$ cat src/logic/uaux_pkg.sv
// Purpose: Shared constants for the auxiliary-mode UART channel
// Assumes: MCLK at 40 MHz, byte-wide host bus, three address lines
// Notes: Register offsets are the three-bit channel addresses
package uaux_pkg;
	// ********************************************************
	// Register addresses
	// ********************************************************
	localparam logic [2:0] ADDR_DATA = 3'h0;
	localparam logic [2:0] ADDR_IEN = 3'h1;
	localparam logic [2:0] ADDR_ISTAT = 3'h2;
	localparam logic [2:0] ADDR_LCTL = 3'h3;
	localparam logic [2:0] ADDR_MCTL = 3'h4;
	localparam logic [2:0] ADDR_LSTAT = 3'h5;
	localparam logic [2:0] ADDR_MSTAT = 3'h6;
	localparam logic [2:0] ADDR_SCRATCH = 3'h7;
	// ********************************************************
	// Field positions and values
	// ********************************************************
	localparam int LC_DIV_BIT = 7;
	localparam logic [7:0] LC_ENH_KEY = 8'hBF;
	localparam int MC_IR_BIT = 6;
	localparam int MC_LOOP_BIT = 4;
	localparam int MC_OP2_BIT = 3;
	localparam int MC_OP1_BIT = 2;
	localparam int MC_RTS_BIT = 1;
	localparam int MC_DTR_BIT = 0;
	localparam int IE_SLEEP_BIT = 4;
	localparam logic [7:0] IEN_BASE_MASK = 8'h0F;
	localparam logic [7:0] ISTAT_NONE = 8'h01;
	localparam logic [7:0] RESET_ZERO = 8'h00;
	localparam logic [7:0] RESET_LSTAT = 8'h60;
	// ********************************************************
	// Bit timing: 16 samples per bit, pulse of 3 of them
	// ********************************************************
	localparam int SAMPLES_PER_BIT = 16;
	localparam int IR_PULSE_SAMPLES = 3;
	localparam logic [3:0] SAMPLE_LAST = 4'hF;
	localparam logic [3:0] SAMPLE_MID = 4'h7;
	localparam logic [3:0] FRAME_BITS = 4'h9;
endpackage : uaux_pkg

$ cat src/logic/uaux_fifo2.sv
// Purpose: Two-entry valid/ready buffer for received bytes
// Assumes: Single clock, asynchronous active-high reset
// Notes: Full when both entries hold data
module uaux_fifo2 #(
	parameter int WIDTH = 8
) (
	input wire logic clk, // Clock
	input wire logic rst, // Reset
	input wire logic in_valid, // Writer has data
	output logic in_ready, // Room for data
	input wire logic [WIDTH-1:0] in_data, // Write data
	output logic out_valid, // Data available
	input wire logic out_ready, // Reader takes data
	output logic [WIDTH-1:0] out_data // Head data
);
	logic [WIDTH-1:0] mem_q [2];
	logic [1:0] count_q;
	logic wr_ptr_q;
	logic rd_ptr_q;
	logic push;
	logic pop;
	// Handshakes
	assign in_ready = (count_q != 2'h2);
	assign out_valid = (count_q != 2'h0);
	assign push = in_valid && in_ready;
	assign pop = out_valid && out_ready;
	assign out_data = mem_q[rd_ptr_q];
	// Storage has no reset, only pointers and count do
	always_ff @(posedge clk) begin
		if (push) begin
			mem_q[wr_ptr_q] <= in_data;
		end
	end
	// Pointers and occupancy
	always_ff @(posedge clk or posedge rst) begin
		if (rst) begin
			count_q <= 2'h0;
			wr_ptr_q <= 1'b0;
			rd_ptr_q <= 1'b0;
		end else begin
			if (push) begin
				wr_ptr_q <= ~wr_ptr_q;
			end
			if (pop) begin
				rd_ptr_q <= ~rd_ptr_q;
			end
			if (push && !pop) begin
				count_q <= count_q + 2'h1;
			end else if (pop && !push) begin
				count_q <= count_q - 2'h1;
			end
		end
	end
	// Count never passes two
	a_fifo_bound: assert property (@(posedge clk) disable iff (rst)
		count_q <= 2'h2) else $error("fifo count overflow");
endmodule : uaux_fifo2

$ cat src/logic/uaux_sync.sv
// Purpose: Two-flop synchroniser for pin inputs
// Assumes: Reset value given per instance
// Notes: First stage feeds only the second
module uaux_sync #(
	parameter logic INIT = 1'b1
) (
	input wire logic clk, // Clock
	input wire logic rst, // Reset
	input wire logic d, // Asynchronous input
	output logic q // Synchronised level
);
	logic meta_q;
	// Two stages
	always_ff @(posedge clk or posedge rst) begin
		if (rst) begin
			meta_q <= INIT;
			q <= INIT;
		end else begin
			meta_q <= d;
			q <= meta_q;
		end
	end
endmodule : uaux_sync

$ cat src/logic/uaux_chan.sv
// Purpose: One UART channel: register map, IR coding, loopback, sleep
// Assumes: Bus strobes asynchronous, synchronised before use
// Notes: Baud tick is one sample period per MCLK (divisor kept only)
module uaux_chan (
	input wire logic MCLK, // System clock
	input wire logic RST, // Async reset, active high
	input wire logic [2:0] ADDR, // Register address lines
	input wire logic [7:0] DATA_IN, // Host write data
	output logic [7:0] DATA_OUT, // Host read data
	output logic DATA_OE, // Read data drive enable
	input wire logic CHAN_SELECT_N, // Channel select, active low
	input wire logic WRITE_STROBE_N, // Write strobe, active low
	input wire logic READ_STROBE_N, // Read strobe, active low
	input wire logic FIFO_STATUS_SELECT_N, // Status read select
	input wire logic RX_PIN, // Serial receive input
	output logic TX_PIN, // Serial transmit output
	input wire logic CTS_N, // Clear to send
	input wire logic DSR_N, // Data set ready
	input wire logic CARRIER_DETECT_N, // Carrier detect
	input wire logic RING_INDICATE_N, // Ring indicate
	output logic RTS_N, // Request to send
	output logic DTR_N, // Terminal ready
	input wire logic ALL_CHAN_QUIET, // Other channels allow sleep
	output logic SLEEP_READY, // This channel allows sleep
	output logic OSC_RUN, // Oscillator enable
	output logic OSC_OUT_PIN // Oscillator output mirror
);
	typedef enum logic [2:0] {
		TX_IDLE = 3'b001,
		TX_SHIFT = 3'b010,
		TX_WAIT = 3'b100
	} uaux_tx_type;
	// ********************************************************
	// Synchronisers and strobes
	// ********************************************************
	logic rx_s, cts_s, dsr_s, cd_s, ri_s, wr_s, rd_s, sel_s, fs_s;
	logic wr_d1_q, rd_d1_q;
	uaux_sync #(.INIT(1'b1)) u_rx (.clk(MCLK), .rst(RST), .d(RX_PIN), .q(rx_s));
	uaux_sync #(.INIT(1'b1)) u_cts (.clk(MCLK), .rst(RST), .d(CTS_N), .q(cts_s));
	uaux_sync #(.INIT(1'b1)) u_dsr (.clk(MCLK), .rst(RST), .d(DSR_N), .q(dsr_s));
	uaux_sync #(.INIT(1'b1)) u_cd (.clk(MCLK), .rst(RST),
		.d(CARRIER_DETECT_N), .q(cd_s));
	uaux_sync #(.INIT(1'b1)) u_ri (.clk(MCLK), .rst(RST),
		.d(RING_INDICATE_N), .q(ri_s));
	uaux_sync #(.INIT(1'b1)) u_wr (.clk(MCLK), .rst(RST),
		.d(WRITE_STROBE_N), .q(wr_s));
	uaux_sync #(.INIT(1'b1)) u_rd (.clk(MCLK), .rst(RST),
		.d(READ_STROBE_N), .q(rd_s));
	uaux_sync #(.INIT(1'b1)) u_sel (.clk(MCLK), .rst(RST),
		.d(CHAN_SELECT_N), .q(sel_s));
	uaux_sync #(.INIT(1'b1)) u_fs (.clk(MCLK), .rst(RST),
		.d(FIFO_STATUS_SELECT_N), .q(fs_s));
	logic wr_ev, rd_ev, rd_act;
	// Strobe edge history
	always_ff @(posedge MCLK or posedge RST) begin
		if (RST) begin
			wr_d1_q <= 1'b1;
			rd_d1_q <= 1'b1;
		end else begin
			wr_d1_q <= wr_s;
			rd_d1_q <= rd_s;
		end
	end
	assign wr_ev = wr_d1_q && !wr_s && !sel_s;
	assign rd_ev = rd_d1_q && !rd_s && !sel_s;
	assign rd_act = !rd_s && !sel_s;
	// ********************************************************
	// Registers
	// ********************************************************
	logic [7:0] ien_q, lctl_q, mctl_q, scr_q, dll_q, dlm_q, dld_q, efr_q;
	logic [7:0] xon1_q, xon2_q, xoff1_q, xoff2_q, fctl_q, thr_q;
	logic thr_full_q;
	logic div_sel, enh_sel, ir_on, loop_on;
	assign div_sel = lctl_q[uaux_pkg::LC_DIV_BIT]
		&& (lctl_q != uaux_pkg::LC_ENH_KEY);
	assign enh_sel = (lctl_q == uaux_pkg::LC_ENH_KEY);
	assign ir_on = mctl_q[uaux_pkg::MC_IR_BIT];
	assign loop_on = mctl_q[uaux_pkg::MC_LOOP_BIT];
	logic tx_take;
	// Host writes, decoded per map
	always_ff @(posedge MCLK or posedge RST) begin
		if (RST) begin
			ien_q <= uaux_pkg::RESET_ZERO;
			lctl_q <= uaux_pkg::RESET_ZERO;
			mctl_q <= uaux_pkg::RESET_ZERO;
			scr_q <= uaux_pkg::RESET_ZERO;
			dll_q <= uaux_pkg::RESET_ZERO;
			dlm_q <= uaux_pkg::RESET_ZERO;
			dld_q <= uaux_pkg::RESET_ZERO;
			efr_q <= uaux_pkg::RESET_ZERO;
			xon1_q <= uaux_pkg::RESET_ZERO;
			xon2_q <= uaux_pkg::RESET_ZERO;
			xoff1_q <= uaux_pkg::RESET_ZERO;
			xoff2_q <= uaux_pkg::RESET_ZERO;
			fctl_q <= uaux_pkg::RESET_ZERO;
			thr_q <= uaux_pkg::RESET_ZERO;
			thr_full_q <= 1'b0;
		end else begin
			if (tx_take) begin
				thr_full_q <= 1'b0;
			end
			if (wr_ev) begin
				if (div_sel && ADDR == uaux_pkg::ADDR_DATA) begin
					dll_q <= DATA_IN;
				end else if (div_sel && ADDR == uaux_pkg::ADDR_IEN) begin
					dlm_q <= DATA_IN;
				end else if (div_sel && ADDR == uaux_pkg::ADDR_ISTAT) begin
					dld_q <= DATA_IN;
				end else if (enh_sel && ADDR == uaux_pkg::ADDR_ISTAT) begin
					efr_q <= DATA_IN;
				end else if (enh_sel && ADDR == uaux_pkg::ADDR_MCTL) begin
					xon1_q <= DATA_IN;
				end else if (enh_sel && ADDR == uaux_pkg::ADDR_LSTAT) begin
					xon2_q <= DATA_IN;
				end else if (enh_sel && ADDR == uaux_pkg::ADDR_MSTAT) begin
					xoff1_q <= DATA_IN;
				end else if (enh_sel && ADDR == uaux_pkg::ADDR_SCRATCH) begin
					xoff2_q <= DATA_IN;
				end else if (ADDR == uaux_pkg::ADDR_DATA) begin
					thr_q <= DATA_IN;
					thr_full_q <= 1'b1;
				end else if (ADDR == uaux_pkg::ADDR_IEN) begin
					ien_q <= DATA_IN;
				end else if (ADDR == uaux_pkg::ADDR_ISTAT) begin
					fctl_q <= DATA_IN;
				end else if (ADDR == uaux_pkg::ADDR_LCTL) begin
					lctl_q <= DATA_IN;
				end else if (ADDR == uaux_pkg::ADDR_MCTL) begin
					mctl_q <= DATA_IN;
				end else if (ADDR == uaux_pkg::ADDR_SCRATCH) begin
					scr_q <= DATA_IN;
				end
			end
		end
	end
	// ********************************************************
	// Sample timing and transmitter
	// ********************************************************
	logic [3:0] smp_q;
	logic bit_end;
	// Free-running sample counter, one bit per wrap
	always_ff @(posedge MCLK or posedge RST) begin
		if (RST) begin
			smp_q <= 4'h0;
		end else begin
			smp_q <= smp_q + 4'h1;
		end
	end
	assign bit_end = (smp_q == uaux_pkg::SAMPLE_LAST);
	uaux_tx_type tx_st_q;
	logic [9:0] tx_sh_q;
	logic [3:0] tx_cnt_q;
	logic tx_ser;
	assign tx_take = (tx_st_q == TX_WAIT) && bit_end;
	// Transmit shifter: start, 8 data, stop
	always_ff @(posedge MCLK or posedge RST) begin
		if (RST) begin
			tx_st_q <= TX_IDLE;
			tx_sh_q <= 10'h3FF;
			tx_cnt_q <= 4'h0;
		end else begin
			case (tx_st_q)
				TX_IDLE: begin
					if (thr_full_q) begin
						tx_st_q <= TX_WAIT;
					end
				end
				TX_WAIT: begin
					if (bit_end) begin
						tx_sh_q <= {1'b1, thr_q, 1'b0};
						tx_cnt_q <= 4'h0;
						tx_st_q <= TX_SHIFT;
					end
				end
				TX_SHIFT: begin
					if (bit_end) begin
						tx_sh_q <= {1'b1, tx_sh_q[9:1]};
						tx_cnt_q <= tx_cnt_q + 4'h1;
						if (tx_cnt_q == uaux_pkg::FRAME_BITS) begin
							tx_st_q <= TX_IDLE;
						end
					end
				end
				default: tx_st_q <= TX_IDLE;
			endcase
		end
	end
	assign tx_ser = tx_sh_q[0];
	logic ir_pulse;
	// pulse for 3 of 16 samples per zero bit
	assign ir_pulse = !tx_ser && (int'(smp_q) < uaux_pkg::IR_PULSE_SAMPLES);
	// Pin drive from a flop; loopback marks the line
	always_ff @(posedge MCLK or posedge RST) begin
		if (RST) begin
			TX_PIN <= 1'b1;
		end else if (loop_on) begin
			TX_PIN <= 1'b1;
		end else if (ir_on) begin
			TX_PIN <= ir_pulse;
		end else begin
			TX_PIN <= tx_ser;
		end
	end
	// ********************************************************
	// Receiver with IR decoder and loopback path
	// ********************************************************
	logic rx_bit, rx_line, rx_prev_q, ir_rise;
	logic [3:0] ir_hold_q;
	// each pulse start stretched to one bit of zero
	// Keyed to the rise, so a pulse across a bit end counts once
	assign ir_rise = rx_s && !rx_prev_q;
	always_ff @(posedge MCLK or posedge RST) begin
		if (RST) begin
			ir_hold_q <= 4'h0;
		end else if (ir_rise) begin
			ir_hold_q <= uaux_pkg::SAMPLE_LAST;
		end else if (ir_hold_q != 4'h0) begin
			ir_hold_q <= ir_hold_q - 4'h1;
		end
	end
	// IR line idles low: no pulse means one
	assign rx_bit = ir_on ? !(ir_rise || ir_hold_q != 4'h0) : rx_s;
	assign rx_line = loop_on ? tx_ser : rx_bit;
	logic [8:0] rx_sh_q;
	logic [3:0] rx_cnt_q;
	logic rx_busy_q, rx_push, rx_rdy, fifo_in_rdy, rx_pop;
	logic [7:0] rx_head;
	// Receive shifter sampled at bit end
	always_ff @(posedge MCLK or posedge RST) begin
		if (RST) begin
			rx_busy_q <= 1'b0;
			rx_sh_q <= 9'h000;
			rx_cnt_q <= 4'h0;
		end else if (bit_end) begin
			if (!rx_busy_q) begin
				if (!rx_line) begin
					rx_busy_q <= 1'b1;
					rx_cnt_q <= 4'h0;
				end
			end else begin
				rx_sh_q <= {rx_line, rx_sh_q[8:1]};
				rx_cnt_q <= rx_cnt_q + 4'h1;
				if (rx_cnt_q == 4'h8) begin
					rx_busy_q <= 1'b0;
				end
			end
		end
	end
	// Byte lost if both entries are full or its stop bit reads low
	assign rx_push = bit_end && rx_busy_q && (rx_cnt_q == 4'h8) && rx_line;
	uaux_fifo2 #(.WIDTH(8)) u_rxbuf (.clk(MCLK), .rst(RST),
		.in_valid(rx_push), .in_ready(fifo_in_rdy),
		.in_data(rx_sh_q[8:1]), .out_valid(rx_rdy), .out_ready(rx_pop),
		.out_data(rx_head));
	// ********************************************************
	// Modem lines and status
	// ********************************************************
	logic [3:0] mdm_in, mdm_prev_q, delta_q;
	assign mdm_in = loop_on
		? {mctl_q[uaux_pkg::MC_OP2_BIT], mctl_q[uaux_pkg::MC_OP1_BIT],
			mctl_q[uaux_pkg::MC_DTR_BIT], mctl_q[uaux_pkg::MC_RTS_BIT]}
		: {!cd_s, !ri_s, !dsr_s, !cts_s};
	logic msr_rd;
	assign msr_rd = rd_ev && fs_s && !enh_sel
		&& ADDR == uaux_pkg::ADDR_MSTAT;
	// read clears deltas; a new change wins
	always_ff @(posedge MCLK or posedge RST) begin
		if (RST) begin
			mdm_prev_q <= 4'h0;
			delta_q <= 4'h0;
		end else begin
			mdm_prev_q <= mdm_in;
			delta_q <= (msr_rd ? 4'h0 : delta_q) | (mdm_in ^ mdm_prev_q);
		end
	end
	always_ff @(posedge MCLK or posedge RST) begin
		if (RST) begin
			RTS_N <= 1'b1;
			DTR_N <= 1'b1;
		end else begin
			RTS_N <= loop_on || !mctl_q[uaux_pkg::MC_RTS_BIT];
			DTR_N <= loop_on || !mctl_q[uaux_pkg::MC_DTR_BIT];
		end
	end
	// ********************************************************
	// Interrupt status and sleep
	// ********************************************************
	logic [7:0] istat;
	logic thr_empty;
	assign thr_empty = !thr_full_q;
	// Priority: line is idle-only here, then rx, tx, modem
	always_comb begin
		istat = uaux_pkg::ISTAT_NONE;
		if (ien_q[0] && rx_rdy) begin
			istat = 8'h04;
		end else if (ien_q[1] && thr_empty && tx_st_q == TX_IDLE) begin
			istat = 8'h02;
		end else if (ien_q[3] && delta_q != 4'h0) begin
			istat = 8'h00;
		end
	end
	logic idle_high, wake_rx;
	assign idle_high = rx_s && !ir_on;
	assign SLEEP_READY = istat[0] && ien_q[uaux_pkg::IE_SLEEP_BIT]
		&& delta_q == 4'h0 && idle_high && !thr_full_q
		&& tx_st_q == TX_IDLE && !rx_busy_q;
	always_ff @(posedge MCLK or posedge RST) begin
		if (RST) begin
			rx_prev_q <= 1'b1;
		end else begin
			rx_prev_q <= rx_s;
		end
	end
	assign wake_rx = rx_prev_q && !rx_s;
	always_ff @(posedge MCLK or posedge RST) begin
		if (RST) begin
			OSC_RUN <= 1'b1;
		end else if (wake_rx || wr_ev || delta_q != 4'h0) begin
			OSC_RUN <= 1'b1;
		end else begin
			OSC_RUN <= !(SLEEP_READY && ALL_CHAN_QUIET);
		end
	end
	// output pin shows clock only while running
	always_ff @(posedge MCLK or posedge RST) begin
		if (RST) begin
			OSC_OUT_PIN <= 1'b0;
		end else begin
			OSC_OUT_PIN <= OSC_RUN && !OSC_OUT_PIN;
		end
	end
	// ********************************************************
	// Read mux
	// ********************************************************
	logic [7:0] rd_d, lstat;
	assign lstat = {1'b0, thr_empty && tx_st_q == TX_IDLE, thr_empty,
		4'h0, rx_rdy};
	assign rx_pop = rd_ev && fs_s && !div_sel && !enh_sel
		&& ADDR == uaux_pkg::ADDR_DATA;
	always_comb begin
		rd_d = uaux_pkg::RESET_ZERO;
		if (!fs_s) begin
			rd_d = {6'h00, !fifo_in_rdy, rx_rdy};
		end else if (div_sel && ADDR == uaux_pkg::ADDR_DATA) begin
			rd_d = dll_q;
		end else if (div_sel && ADDR == uaux_pkg::ADDR_IEN) begin
			rd_d = dlm_q;
		end else if (div_sel && ADDR == uaux_pkg::ADDR_ISTAT) begin
			rd_d = dld_q;
		end else if (enh_sel && ADDR == uaux_pkg::ADDR_ISTAT) begin
			rd_d = efr_q;
		end else if (enh_sel && ADDR == uaux_pkg::ADDR_MCTL) begin
			rd_d = xon1_q;
		end else if (enh_sel && ADDR == uaux_pkg::ADDR_LSTAT) begin
			rd_d = xon2_q;
		end else if (enh_sel && ADDR == uaux_pkg::ADDR_MSTAT) begin
			rd_d = xoff1_q;
		end else if (enh_sel && ADDR == uaux_pkg::ADDR_SCRATCH) begin
			rd_d = xoff2_q;
		end else if (ADDR == uaux_pkg::ADDR_DATA) begin
			rd_d = rx_head;
		end else if (ADDR == uaux_pkg::ADDR_IEN) begin
			rd_d = ien_q;
		end else if (ADDR == uaux_pkg::ADDR_ISTAT) begin
			rd_d = istat;
		end else if (ADDR == uaux_pkg::ADDR_LCTL) begin
			rd_d = lctl_q;
		end else if (ADDR == uaux_pkg::ADDR_MCTL) begin
			rd_d = mctl_q;
		end else if (ADDR == uaux_pkg::ADDR_LSTAT) begin
			rd_d = lstat;
		end else if (ADDR == uaux_pkg::ADDR_MSTAT) begin
			rd_d = {mdm_in, delta_q};
		end else begin
			rd_d = scr_q;
		end
	end
	// Data captured once, at the falling edge of the read strobe
	always_ff @(posedge MCLK or posedge RST) begin
		if (RST) begin
			DATA_OUT <= uaux_pkg::RESET_ZERO;
			DATA_OE <= 1'b0;
		end else begin
			DATA_OE <= rd_act;
			if (rd_ev) begin
				DATA_OUT <= rd_d;
			end
		end
	end
	// ********************************************************
	// Checks
	// ********************************************************
	a_loop_mark: assert property (@(posedge MCLK) disable iff (RST)
		$past(loop_on) |-> TX_PIN && RTS_N && DTR_N)
		else $error("loopback pins not inactive");
	a_ir_idle: assert property (@(posedge MCLK) disable iff (RST)
		$past(ir_on && !loop_on && tx_ser) |-> !TX_PIN)
		else $error("ir idle not low");
	a_msr_clear: assert property (@(posedge MCLK) disable iff (RST)
		msr_rd && mdm_in == mdm_prev_q |=> delta_q == 4'h0)
		else $error("modem read did not clear deltas");
	a_wake_write: assert property (@(posedge MCLK) disable iff (RST)
		wr_ev |=> OSC_RUN) else $error("write did not wake");
	a_sleep_hold: assert property (@(posedge MCLK) disable iff (RST)
		!ien_q[uaux_pkg::IE_SLEEP_BIT] |=> OSC_RUN)
		else $error("asleep with sleep disabled");
endmodule : uaux_chan

$ cat config.mk
export PLATFORM = sky130hd
export DESIGN_NAME = uaux_chan
export DESIGN_NICKNAME = d
export VERILOG_FILES = /design/src/logic/uaux_pkg.sv /design/src/logic/uaux_fifo2.sv /design/src/logic/uaux_sync.sv /design/src/logic/uaux_chan.sv
export SDC_FILE = /design/constraint.sdc
export NUM_CORES = 1
export LEC_CHECK = 0
export CAP_MARGIN = 20
export CORE_UTILIZATION = 55
export DETAILED_ROUTE_END_ITERATION = 8
export DONT_BUFFER_PORTS = 1
export MAX_ROUTING_LAYER = met4
export PLACE_DENSITY = 0.72
export SLEW_MARGIN = 10
export SYNTH_ARGS = -nofsm -noshare
export SYNTH_HDL_FRONTEND = slang
export SYNTH_SLANG_ARGS = --single-unit
$ cat constraint.sdc
create_clock -name MCLK -period 17.1 [get_ports MCLK]
set_input_delay 3.42 -clock MCLK [delete_from_list [all_inputs] [get_ports MCLK]]
set_output_delay 3.42 -clock MCLK [all_outputs]
set_load 0.1 [all_outputs]
==> results.md <==
- Outcome: completed
- Worst Tran Pin Value: 1.04 ns
- Area of the die: between 0.015 and 0.02 mm^2
- Vias per cell: 6.41
- Die span in x: between 100 and 150 um
- Crit path arrival time: 2.72 ns
- Vias post-DR: approximately 6.6k
- Initial Util: 56.9%
- GRT Total Usage: around 28%
- Fin. Hold Viols: 0
- Max_slew headroom: 30.9%
- CP Data Required Time: approximately 14 ns
- Yosys cell types: 74
- Max_cap viols: 0
- Max reg flops: 16
- Clock Sinks: 205
- Syn. warnings: 0
- Buffers on Ports: 0
- Commonest cells after routing, fill and taps aside: dfrtp_1, mux2_2, nand2_1
- Post-synth EDFFs: 16
- Total CTS buffers: 22
- Setup CP Type: reg2out
- Post-CTS Hold Fix Bufs: 0
- # IOs: 38
- Leakage: 4.56 nW
- Synth Flop Type: dfrtp_1
- Pin count of the biggest net entering global routing: 115
- Largest regs: u_rxbuf.mem_q x16, tx_sh_q x9
- Unrepaired setup endpoints after global routing: false
- Final setup viols: 0
- CTS tree: yes
- Fmax: 163 MHz
- Cell count after synthesis: around 800
- Post_cts resized: 0
- VDD IR max: between 0.07 and 0.08 mV
- CP Max Fanout: 18
- Final ANT Viol Nets: 0
- First-pass GRT wire length: ~37,000 um
- Dpl ws: between 10 and 15 ns
- Rows: 47
- Pwr per Cell Area: about 110 mW/mm^2
- Setup TNS: 0 ns
- Post-CTS Setup Bufs: 0
- Startpoint types: flop
- Antenna violations before repair: 0
- Core area: 0.0168 mm^2
- Area Growth Syn to Fin: 8.10%
- Most common cell after layout, fill and taps aside: dfrtp_1
- Sequential area share after synthesis: around 55%
- Period utilisation layout: 35.9%
- Mapped cell area: around 0.0095 mm^2
- Clock root cell: clkbuf_16
- Ant. Diodes: 0
- First drt pass iteration count: 5
- WL/cell: 22.9 um
- Largest reg by FF count: u_rxbuf.mem_q
- Clock Skew: 0.0251 ns
- Clk_lat worst skew: 0.51 ns
- Overflow after GRT: 0
- RD Place Congestion: about 0.93
- Nets@finish: 818
- Hold Path Class: reg2reg
- Max-slew violation count: 0
- Vias in the first global route: 6,517
- Tmin final: 6.14 ns
- Final worst slack: 10.96 ns
- CTS max path bufs: 3
- Type of destination of the critical path: primary output
- Post-synthesis register bit count: around 200
- Clock-pin slew on the worst setup and hold paths: ~0.060 ns
- Layout cells sized above 1: 24.9%
- Wirelength, routed: 23,500 um
- H-tree levels: 1
- Residual DRC: 0
- DRT iter0 DRCs: slightly above 500
- Syn_nets: 835
- Die Y: 134 um
- Hpwl dp: between 15,000 and 20,000 um
- Avg Cell Area, Syn: 11.9 um^2
- Fraction of registers with async set/reset: around 90%
==> synth_stat cells, drive strengths merged (4+ instances only) <==
cell type | instances | area [um^2]
a211oi | 8 | 72.6
nor4 | 4 | 31.3
a221oi | 9 | 78.8
nand3 | 18 | 95.1
a31oi | 6 | 37.5
o221ai | 4 | 35.0
o21a | 6 | 45.0
mux2i | 29 | 290
o31ai | 7 | 52.6
buf | 26 | 149
dfrtp | 154 | 3850
a22o | 4 | 35.0
a32oi | 5 | 43.8
a21oi | 26 | 130
o21ai | 50 | 250
dfstp | 35 | 920
nand2b | 11 | 68.8
clkbuf | 19 | 71.3
nor2b | 12 | 75.1
inv | 23 | 86.3
nand2 | 68 | 263
mux2 | 112 | 1290
or3 | 6 | 42.5
a22oi | 5 | 37.5
nor3 | 15 | 96.4
o22ai | 5 | 31.3
edfxtp | 16 | 480
xnor2 | 9 | 78.8
nor2 | 45 | 174
ha | 8 | 100
xor2 | 4 | 35.0
==> layout make-up <==
cell class	count	area (um^2)
Clock buffer	33	633
Clock inverter	7	46.3
Fill cell	1306	6460
Inverter	23	93.8
Multi-Input combinational cell	531	3970
Sequential cell	205	5250
Tap cell	220	275
Timing Repair Buffer	4	30.0
==> final timing paths <==
path / from / to / slack (ns) / cells past startpoint
min in group asynchronous: RST / xon2_q[2] / 2.89 / 1
max reg2reg: ir_hold_q[0] / u_rxbuf.mem_q[0][5] / 13.96 / 7
max: tx_st_q[2] / SLEEP_READY / 10.96 / 2
max in group asynchronous: RST / mctl_q[1] / 12.71 / 2
min reg2reg: u_cts.meta_q / u_cts.q / 0.35 / 0
min: u_cts.meta_q / u_cts.q / 0.35 / 0
==> stage by stage <==
| stage | total power, mW | hold slack [ns] | cells | utilization [%] | instance area [um^2] |
|---|---|---|---|---|---|
| finish | 1.14 | 0.354 | 1023 | 61.5 | 10300 |
| global route | 1.18 | 0.357 | 1023 | 61.5 | 10300 |
| CTS | 1.15 | 0.355 | 1023 | 61.5 | 10300 |
| detailed placement | 0.701 | 0.347 | 983 | 57.4 | 9620 |
| global placement | 0.694 | 0.347 | 983 | 57.4 | 9620 |
| floorplan | 0.675 | 0.345 | 804 | - | 9530 |
==> logic make-up (layout without fill, tap and decap cells) <==
group                    count (synthesis)  count (layout)  share of synthesized area, %
flip-flops                             205             205                          55.1
XOR/XNOR                                13              13                          1.19
AO/OA/AOI/OAI                          166             166                          11.8
AND/OR/NAND/NOR                        202             202                          10.8
adder cells (fa/ha/maj)                  8               8                          1.05
buffers and inverters                   68              67                          3.22
multiplexers                           142             142                          16.8
==> layer usage <==
layer / up-vias / routed length, um / track usage, %
met5: - / 0 / -
met4: 0 / 595 / 8.52
met3: 37 / 1590 / 4.34
met2: 272 / 10900 / 43.4
met1: 3348 / 10400 / 39.0
li1: 2897 / - / -
==> power breakdown <==
part           internal (mW)  switching (mW)
sequential             0.533          0.0616
clock                  0.257           0.189
combinational         0.0467          0.0533
==> critical path, stage by stage (launching register included) <==
cell and delay [ns]:
dfrtp_1 0.57, nor4b_2 0.67, and4b_1 0.99
No activity file was read; power rests on OpenSTA's default activity.
